## src/design/smps_pkg.sv

```systemverilog
package smps_pkg;
  localparam int INSTR_W = 24;
  localparam int RESP_W = 17;
  localparam int STATUS_W = 16;
  localparam int SCAN_W = 32;
  localparam int DIV_HALF = 4;
  localparam logic [2:0] OP_NO_OPERATION_CMD = 3'h0;
  localparam logic [2:0] OP_LOOPBACK = 3'h1;
  localparam logic [2:0] OP_REG_STORE = 3'h2;
  localparam logic [2:0] OP_REG_FETCH = 3'h3;
  localparam logic [2:0] OP_TRIGGER = 3'h4;
  localparam logic [2:0] OP_RESET = 3'h5;
  localparam logic [2:0] OP_FLAG_FETCH = 3'h6;
  localparam logic [2:0] OP_DRIVER_GATE = 3'h7;
  localparam int OP_MSB = 23;
  localparam int OP_LSB = 21;
  localparam int PAR_BIT = 0;
  localparam int DATA_MSB = 16;
  localparam int DATA_LSB = 1;
  localparam int COVER_16 = 16;
  localparam int COVER_24 = 24;
  localparam int COVER_8 = 8;
  localparam int STAT_PARITY_ERR = 0;
  localparam int TRIG_SEL_BIT = 0;
  localparam int TRIG_STOP_BIT = 1;
  localparam int GATE_EN_BIT = 15;
  localparam logic [15:0] STATUS_RESET = 16'h0000;
endpackage

```

## src/design/smps_if.sv

```systemverilog
`timescale 1ns/1ns
interface smps_if;
  logic serial_shift_clock;
  logic access_mode_pin;
  logic chain_select_n;
  logic serial_in;
  logic serial_out;
  modport ctrl (
    output serial_shift_clock,
    output access_mode_pin,
    output chain_select_n,
    output serial_in,
    input serial_out
  );
  modport dev (
    input serial_shift_clock,
    input access_mode_pin,
    input chain_select_n,
    input serial_in,
    output serial_out
  );
endinterface

```

## src/design/smps_device.sv

```systemverilog
`timescale 1ns/1ns
module smps_device (
  input wire logic clk,
  input wire logic rst,
  smps_if.dev port,
  input wire logic [15:0] reg_fetch_data,
  input wire logic [smps_pkg::SCAN_W-1:0] core_scan_q,
  output logic [smps_pkg::SCAN_W-1:0] core_scan_d,
  output logic core_scan_load,
  output logic sys_clock_stop,
  output logic driver_enable,
  output logic core_reset_pulse,
  output logic reg_store_pulse,
  output logic [23:0] reg_store_word,
  output logic [15:0] status_view
);
  logic sclk_s1, sclk_s2, sclk_s3;
  logic sel_s1, sel_s2, sel_s3;
  logic mode_s1, mode_s2;
  logic din_s1, din_s2;
  logic [smps_pkg::INSTR_W-1:0] instr_reg;
  logic [smps_pkg::SCAN_W-1:0] scan_reg;
  logic bypass_reg;
  logic scan_sel_reg;
  logic exec_pending_reg;
  logic [15:0] status_reg;
  logic stop_reg, gate_reg, rst_pulse_reg, store_pulse_reg;
  logic trig_apply_reg, sel_hold_reg;
  logic [23:0] store_word_reg;
  logic dout_reg;

  wire sclk_rise = sclk_s2 && !sclk_s3;
  wire sel_active = !sel_s2;
  wire sel_release = sel_s2 && !sel_s3;
  wire instr_shift = sclk_rise && sel_active && !mode_s2;
  wire scan_shift = sclk_rise && sel_active && mode_s2;
  wire scan_frame = sel_active && mode_s2;
  wire [2:0] opcode = instr_reg[smps_pkg::OP_MSB:smps_pkg::OP_LSB];
  // Bits enter at the top, so a short instruction lands in the MSBs
  wire cover8 = (opcode == smps_pkg::OP_REG_FETCH) || (opcode == smps_pkg::OP_RESET)
    || (opcode == smps_pkg::OP_FLAG_FETCH);
  wire cover16 = (opcode == smps_pkg::OP_NO_OPERATION_CMD);
  wire [23:0] cover_mask = cover8 ? 24'hff0000 : (cover16 ? 24'hffff00 : 24'hffffff);
  // Parity bit is the lowest covered bit; odd parity over covered bits
  wire parity_ok = ^(instr_reg & cover_mask);
  wire [15:0] payload = instr_reg[smps_pkg::DATA_MSB:smps_pkg::DATA_LSB];
  wire [15:0] resp_data = (opcode == smps_pkg::OP_REG_FETCH) ? reg_fetch_data :
    (opcode == smps_pkg::OP_FLAG_FETCH) ? status_reg :
    (opcode == smps_pkg::OP_NO_OPERATION_CMD) ? status_reg : payload;
  wire resp_load = exec_pending_reg && parity_ok;
  wire trig_exec = resp_load && (opcode == smps_pkg::OP_TRIGGER);
  wire store_exec = resp_load && (opcode == smps_pkg::OP_REG_STORE);
  wire reset_exec = resp_load && (opcode == smps_pkg::OP_RESET);
  wire gate_exec = resp_load && (opcode == smps_pkg::OP_DRIVER_GATE);
  wire flag_exec = resp_load && (opcode == smps_pkg::OP_FLAG_FETCH);
  // Data LSB leaves first and the parity bit last
  wire [16:0] resp_word = {~^resp_data, resp_data};

  always_ff @(posedge clk or posedge rst) begin
    if (rst) begin
      {sclk_s1, sclk_s2, sclk_s3} <= 3'h0;
      {sel_s1, sel_s2, sel_s3} <= 3'h7;
      {mode_s1, mode_s2, din_s1, din_s2} <= 4'h0;
    end else begin
      sclk_s1 <= port.serial_shift_clock;
      sclk_s2 <= sclk_s1;
      sclk_s3 <= sclk_s2;
      sel_s1 <= port.chain_select_n;
      sel_s2 <= sel_s1;
      sel_s3 <= sel_s2;
      mode_s1 <= port.access_mode_pin;
      mode_s2 <= mode_s1;
      din_s1 <= port.serial_in;
      din_s2 <= din_s1;
    end
  end

  always_ff @(posedge clk or posedge rst) begin
    if (rst) begin
      exec_pending_reg <= 1'b0;
    end else begin
      exec_pending_reg <= sel_release && !mode_s2;
    end
  end

  always_ff @(posedge clk or posedge rst) begin
    if (rst) begin
      instr_reg <= 24'h000000;
    end else if (instr_shift) begin
      instr_reg <= {din_s2, instr_reg[23:1]};
    end else if (resp_load) begin
      // Opcode bits stay, so a trigger remains loaded through a scan frame
      instr_reg <= {instr_reg[23:17], resp_word};
    end
  end

  always_ff @(posedge clk or posedge rst) begin
    if (rst) begin
      status_reg <= smps_pkg::STATUS_RESET;
    end else if (exec_pending_reg && !parity_ok) begin
      status_reg[smps_pkg::STAT_PARITY_ERR] <= 1'b1;
    end else if (flag_exec) begin
      status_reg <= smps_pkg::STATUS_RESET;
    end
  end

  always_ff @(posedge clk or posedge rst) begin
    if (rst) begin
      gate_reg <= 1'b1;
      rst_pulse_reg <= 1'b0;
      store_pulse_reg <= 1'b0;
    end else begin
      rst_pulse_reg <= reset_exec;
      store_pulse_reg <= store_exec;
      if (gate_exec) begin
        gate_reg <= payload[smps_pkg::GATE_EN_BIT];
      end
    end
  end

  // Clock control acts first; the string switches a cycle later, so the
  // scan path switches under a stopped core only when the same trigger sets the stop bit
  always_ff @(posedge clk or posedge rst) begin
    if (rst) begin
      stop_reg <= 1'b0;
      sel_hold_reg <= 1'b0;
      trig_apply_reg <= 1'b0;
      scan_sel_reg <= 1'b0;
    end else begin
      trig_apply_reg <= trig_exec;
      if (trig_exec) begin
        stop_reg <= payload[smps_pkg::TRIG_STOP_BIT];
        sel_hold_reg <= payload[smps_pkg::TRIG_SEL_BIT];
      end
      if (trig_apply_reg) begin
        scan_sel_reg <= sel_hold_reg;
      end
    end
  end

  // The instruction register takes the response, so the stored word is kept apart
  always_ff @(posedge clk or posedge rst) begin
    if (rst) begin
      store_word_reg <= 24'h000000;
    end else if (store_exec) begin
      store_word_reg <= instr_reg;
    end
  end

  // Internal string excludes this port's own latches; boundary chain absent
  always_ff @(posedge clk or posedge rst) begin
    if (rst) begin
      scan_reg <= 32'h00000000;
      bypass_reg <= 1'b0;
    end else if (scan_shift) begin
      if (scan_sel_reg) begin
        bypass_reg <= din_s2;
      end else begin
        scan_reg <= {din_s2, scan_reg[31:1]};
      end
    end else if (!scan_frame) begin
      // Capture only outside a scan frame, or shifted data would be overwritten
      scan_reg <= core_scan_q;
    end
  end

  always_ff @(posedge clk or posedge rst) begin
    if (rst) begin
      dout_reg <= 1'b0;
    end else if (mode_s2) begin
      dout_reg <= scan_sel_reg ? bypass_reg : scan_reg[0];
    end else begin
      dout_reg <= instr_reg[0];
    end
  end

  assign port.serial_out = dout_reg;
  assign core_scan_d = scan_reg;
  assign core_scan_load = scan_shift && !scan_sel_reg;
  assign sys_clock_stop = stop_reg;
  assign driver_enable = gate_reg;
  assign core_reset_pulse = rst_pulse_reg;
  assign reg_store_pulse = store_pulse_reg;
  assign reg_store_word = store_word_reg;
  assign status_view = status_reg;
endmodule

```

## src/flat_wrapper.sv

```systemverilog
// flat-port wrapper written by rule: the top's interface ports become plain ports
module smps_device_flat 
  (clk, rst, reg_fetch_data, core_scan_q, core_scan_d, core_scan_load, sys_clock_stop, driver_enable, core_reset_pulse, reg_store_pulse, reg_store_word, status_view, port_serial_shift_clock, port_access_mode_pin, port_chain_select_n, port_serial_in, port_serial_out);
  smps_if port_i ();
  input wire logic clk;
  input wire logic rst;
  input wire logic [15:0] reg_fetch_data;
  input wire logic [smps_pkg::SCAN_W-1:0] core_scan_q;
  output logic [smps_pkg::SCAN_W-1:0] core_scan_d;
  output logic core_scan_load;
  output logic sys_clock_stop;
  output logic driver_enable;
  output logic core_reset_pulse;
  output logic reg_store_pulse;
  output logic [23:0] reg_store_word;
  output logic [15:0] status_view;
  input wire logic [$bits(port_i.serial_shift_clock)-1:0] port_serial_shift_clock;
  input wire logic [$bits(port_i.access_mode_pin)-1:0] port_access_mode_pin;
  input wire logic [$bits(port_i.chain_select_n)-1:0] port_chain_select_n;
  input wire logic [$bits(port_i.serial_in)-1:0] port_serial_in;
  output wire logic [$bits(port_i.serial_out)-1:0] port_serial_out;
  assign port_i.serial_shift_clock = port_serial_shift_clock;
  assign port_i.access_mode_pin = port_access_mode_pin;
  assign port_i.chain_select_n = port_chain_select_n;
  assign port_i.serial_in = port_serial_in;
  assign port_serial_out = port_i.serial_out;
  smps_device u_core (.clk(clk), .rst(rst), .port(port_i), .reg_fetch_data(reg_fetch_data), .core_scan_q(core_scan_q), .core_scan_d(core_scan_d), .core_scan_load(core_scan_load), .sys_clock_stop(sys_clock_stop), .driver_enable(driver_enable), .core_reset_pulse(core_reset_pulse), .reg_store_pulse(reg_store_pulse), .reg_store_word(reg_store_word), .status_view(status_view));
endmodule
```

## config.mk

```make
export PLATFORM = sky130hd
export DESIGN_NAME = smps_device_flat
export DESIGN_NICKNAME = d
export VERILOG_FILES = /design/src/design/smps_pkg.sv /design/src/design/smps_if.sv /design/src/design/smps_device.sv /design/src/flat_wrapper.sv
export SDC_FILE = /design/constraint.sdc
export NUM_CORES = 1
export LEC_CHECK = 0
export ABC_AREA = 1
export ABC_CLOCK_PERIOD_IN_PS = 3570
export BUFFER_PORTS_ARGS = -buffer_cell sky130_fd_sc_hd__buf_2
export CORE_AREA = 2 2 115 145
export CTS_CLUSTER_SIZE = 30
export DETAILED_ROUTE_END_ITERATION = 10
export DIE_AREA = 0 0 117 147
export MAX_ROUTING_LAYER = met4
export SYNTH_ARGS = -nofsm -noshare
export SYNTH_HDL_FRONTEND = slang
export SYNTH_SLANG_ARGS = --single-unit
export TNS_END_PERCENT = 50
```

## constraint.sdc

```tcl
create_clock -name clk -period 3.57 [get_ports clk]
set_input_delay 0.5355 -clock clk [delete_from_list [all_inputs] [get_ports clk]]
set_output_delay 0.5355 -clock clk [all_outputs]
set_load 0.005 [all_outputs]
```

==> tab_implementation.tex <==
\begin{tabular}{lr}
\hline
Metric & Value \\
\hline
\multicolumn{2}{l}{\textbf{Critical path}} \\
Critical Path Start Type & flop \\
Beginning of the critical path & u\_core.instr\_reg[23] \\
Worst-case register-to-register setup slack & approximately 0.95 ns \\
Largest incremental delay on the critical path & 0.56 ns \\
R2R cell count & 9 \\
Buffers \& Inverters on Critical Path & 1 \\
Critical setup path kind & flop to flop \\
Number of stages on the worst setup path & 9 \\
Required @ worst endpoint & 3.83 ns \\
RR Startpoint & u\_core.instr\_reg[23] \\
Slowest cell on the critical path & dfrtp\_1 \\
Cells along the critical path & inv\_2 > nand2\_1 > a21boi\_0 > nand3\_1 > nand3\_1 > nand2\_1 > nand3\_1 > nand2\_1 > o21ai\_0 \\
Reg2Reg Capture Point & u\_core.instr\_reg[1] \\
Critical path arrival & approximately 2.9 ns \\
Largest driver fanout on the critical path & 20 \\
Critical path's top delay family & simple AND/OR/NAND/NOR gates \\
Critical Path Sink Type & flop \\
End point of the critical path & u\_core.instr\_reg[1] \\
\multicolumn{2}{l}{\textbf{Synthesis}} \\
Number of warnings issued by yosys & 0 \\
Largest family of logic cells by synthesized area & simple AND/OR/NAND/NOR gates \\
Post-synthesis cell type with the largest combined area & dfrtp\_1 \\
Number of different library cells in the post-synthesis netlist & 33 \\
Area fraction in compound gates after synthesis & 10.9\% \\
Mean Syn Cell Area & between 7 and 8 um2 \\
Share of the synthesized netlist area taken by xor and xnor gates & 2.24\% \\
Area share of the largest cell type after synthesis & 44.3\% \\
Cell types occupying the most area after synthesis & dfrtp\_1 44\%, nand2\_1 20\%, nor2\_1 5.2\% \\
Cell count after synthesis & about 740 \\
Adder-cell share of the synthesized area & 0\% \\
Post-synthesis instance area & approximately 0.0055 mm2 \\
Seq/Total Area, Yosys & around 46\% \\
Multiplexer fraction of the synthesized cell area & 0\% \\
Basic-gate share of the synthesized area counting and, or, nand and nor cells & between 30\% and 40\% \\
\#FFs+latches synth & 101 \\
\multicolumn{2}{l}{\textbf{Die}} \\
Initial standard-cell utilization of the core & about a third \\
Io pins & 132 \\
Die extent in x & 117 um \\
Core Box Area & approximately 0.016 mm2 \\
Number of standard-cell rows in the floorplan & between 50 and 60 \\
Die Outline Area & approximately 0.017 mm2 \\
Die Y-Extent & between 100 and 150 um \\
\multicolumn{2}{l}{\textbf{STA}} \\
Final worst path period share & 73.4\% \\
Post-layout worst setup margin & approximately 0.95 ns \\
Summed negative setup slack over all endpoints & 0 ns \\
Unrepaired setup endpoints after global routing & no \\
Clk\_skew & $\sim$0.0099 ns \\
Minimum hold slack & around 0.24 ns \\
Pins Over Slew Limit & 0 \\
Max\_slew headroom & a little over a third \\
Highest clock rate & $\sim$380 MHz \\
Shortest period the worst path allows & roughly 2.6 ns \\
Slew at the pin closest to its max-slew limit & 0.956 ns \\
Setup Viol. Count Final & 0 \\
Total count of hold-check failures in the final report & 0 \\
\multicolumn{2}{l}{\textbf{Placement}} \\
Dpl hpwl & 9.61 mm \\
Final Wtd Congestion & 0.801 \\
Number of buffer cells added on primary ports & about 120 \\
Placement Setup Slack & $\sim$0.94 ns \\
\multicolumn{2}{l}{\textbf{Global route}} \\
Number of global-route vias before repair & approximately 4600 \\
Met1 Track Usage GR & between 20\% and 30\% \\
Gr usage total & between 10\% and 20\% \\
Most Used Layer, Global Route & met2 \\
First-pass GRT wire length & $\sim$23 mm \\
Met2 Use GR & 27.3\% \\
GRT Residual Overflow & 0 \\
Largest net degree at the start of global routing & between 60 and 70 \\
Antenna violations before repair & 0 \\
Met3 Usage GRT & 3.14\% \\
\multicolumn{2}{l}{\textbf{Drt}} \\
Wire length per cell & around 13 um \\
Routed via count divided by cell count & 4.55 \\
First-pass iteration count of the detailed router & 5 \\
Post-Route WL & approximately 14 mm \\
Violation count after the first detailed-routing iteration & 233 \\
Number of DRC violations after detailed routing & 0 \\
Total vias in the final route & approximately 4800 \\
Antenna Nets Post-Route & 0 \\
\multicolumn{2}{l}{\textbf{Clocking}} \\
Clk sink count & around 100 \\
Total CTS buffers & 9 \\
CTS root buf & clkbuf\_16 \\
Post-cts resize count & 0 \\
Clock tree from TritonCTS & built \\
Number of hold-repair buffers added at the cts stage & 0 \\
Clock edge transition at the registers on the reported setup and hold paths & around 0.070 ns \\
Worst-skew pair later-pin latency & about 0.35 ns \\
Buffer depth of the longest clock path & 2 \\
\# Post-CTS Setup Buffers & 0 \\
Htree depth & 3 \\
\multicolumn{2}{l}{\textbf{Cells and area}} \\
Diodes inserted & 0 \\
Area growth from synthesis to final layout & 17.8\% \\
Final layout net count & about 900 \\
Most used cells in the layout excluding fill and tap cells & 291 x nand2\_1, 116 x buf\_2, 97 x dfrtp\_1 \\
Most frequent standard cell in the layout excluding fill and tap cells & nand2\_1 \\
Largest register FFs & 32 \\
Share of final-layout standard cells stronger than drive strength 1 & roughly 20\% \\
Final-layout fill cell count & between 1500 and 2000 \\
\multicolumn{2}{l}{\textbf{Run}} \\
Maximum capacitance violations & 0 \\
\multicolumn{2}{l}{\textbf{Pwr}} \\
Leakage component of the power & roughly 3.4 nW \\
Total power per unit cell area & around 680 mW/mm2 \\
Peak VDD IR & 0.246 mV \\
\multicolumn{2}{l}{\textbf{Min path}} \\
Class of the worst hold path & input pin to async pin \\
\multicolumn{2}{l}{\textbf{Run status}} \\
Outcome & finished, final reports clean \\
\hline
\end{tabular}
==> synthesized netlist by cell type (all sizes together) <==
cell type,number
nand3,43
inv,54
o21a,2
dfrtp,97
clkbuf,19
a31oi,32
nand2,295
a21oi,3
o21bai,6
xor2,7
xnor2,7
conb,1
o21ai,51
dfstp,4
a21boi,2
or2,1
nand4,2
nor3,3
buf,32
nor2,80
o22ai,1
==> layer usage <==
layer	part of all wire, %	vias up
li1	-	2497
met4	2.0	0
met1	45	2174
met3	4.2	18
met5	0	-
met2	49	124
==> cell type report <==
type / instances / area, um2 / area share, %
multi-input combinational: 550 / 2490 / 38.6
sequential: 101 / 2530 / 39.2
inverter: 54 / 205 / 3.18
timing repair buffer: 120 / 623 / 9.65
tap: 216 / 270 / 4.19
clock inverter: 6 / 93.8 / 1.45
clock buffer: 10 / 239 / 3.70
==> kinds of logic (layout without fill, tap and decap cells) <==
kind of cell / after synthesis / in the layout
AO/OA/AOI/OAI: 97 / 97
XOR/XNOR: 14 / 14
buffers and inverters: 105 / 190
flip-flops: 101 / 101
other: 1 / 15
AND/OR/NAND/NOR: 424 / 424
==> how the worst min path moves through the flow <==
stage	to	slack, ns	cells after the start
after global placement	u_core.mode_s2	0.33	0
after global routing	u_core.sel_s1	0.27	1
after floorplan	u_core.din_s2	0.33	0
final	u_core.core_scan_d[25]	0.24	2
after CTS	u_core.core_scan_d[25]	0.25	2
after detailed placement	u_core.din_s2	0.34	0
==> per-stage QoR <==
stage               power, mW  instances  utilization (%)  cell area, um2
finish                   4.39       1057             40.5            6450
global route             4.78       1057             40.5            6450
CTS                      4.45       1057             40.5            6450
detailed placement       3.33       1041             38.4            6120
global placement         3.31       1041             38.4            6120
floorplan                2.89        756                -            5530
==> where the power goes <==
group	total [mW]	switching [mW]	leakage [nW]	internal, mW
Clock	1.09	0.453	0.159	0.639
Sequential	1.61	0.240	1.28	1.38
Combinational	1.68	1.07	1.98	0.611
No activity file was read; power rests on OpenSTA's default activity.
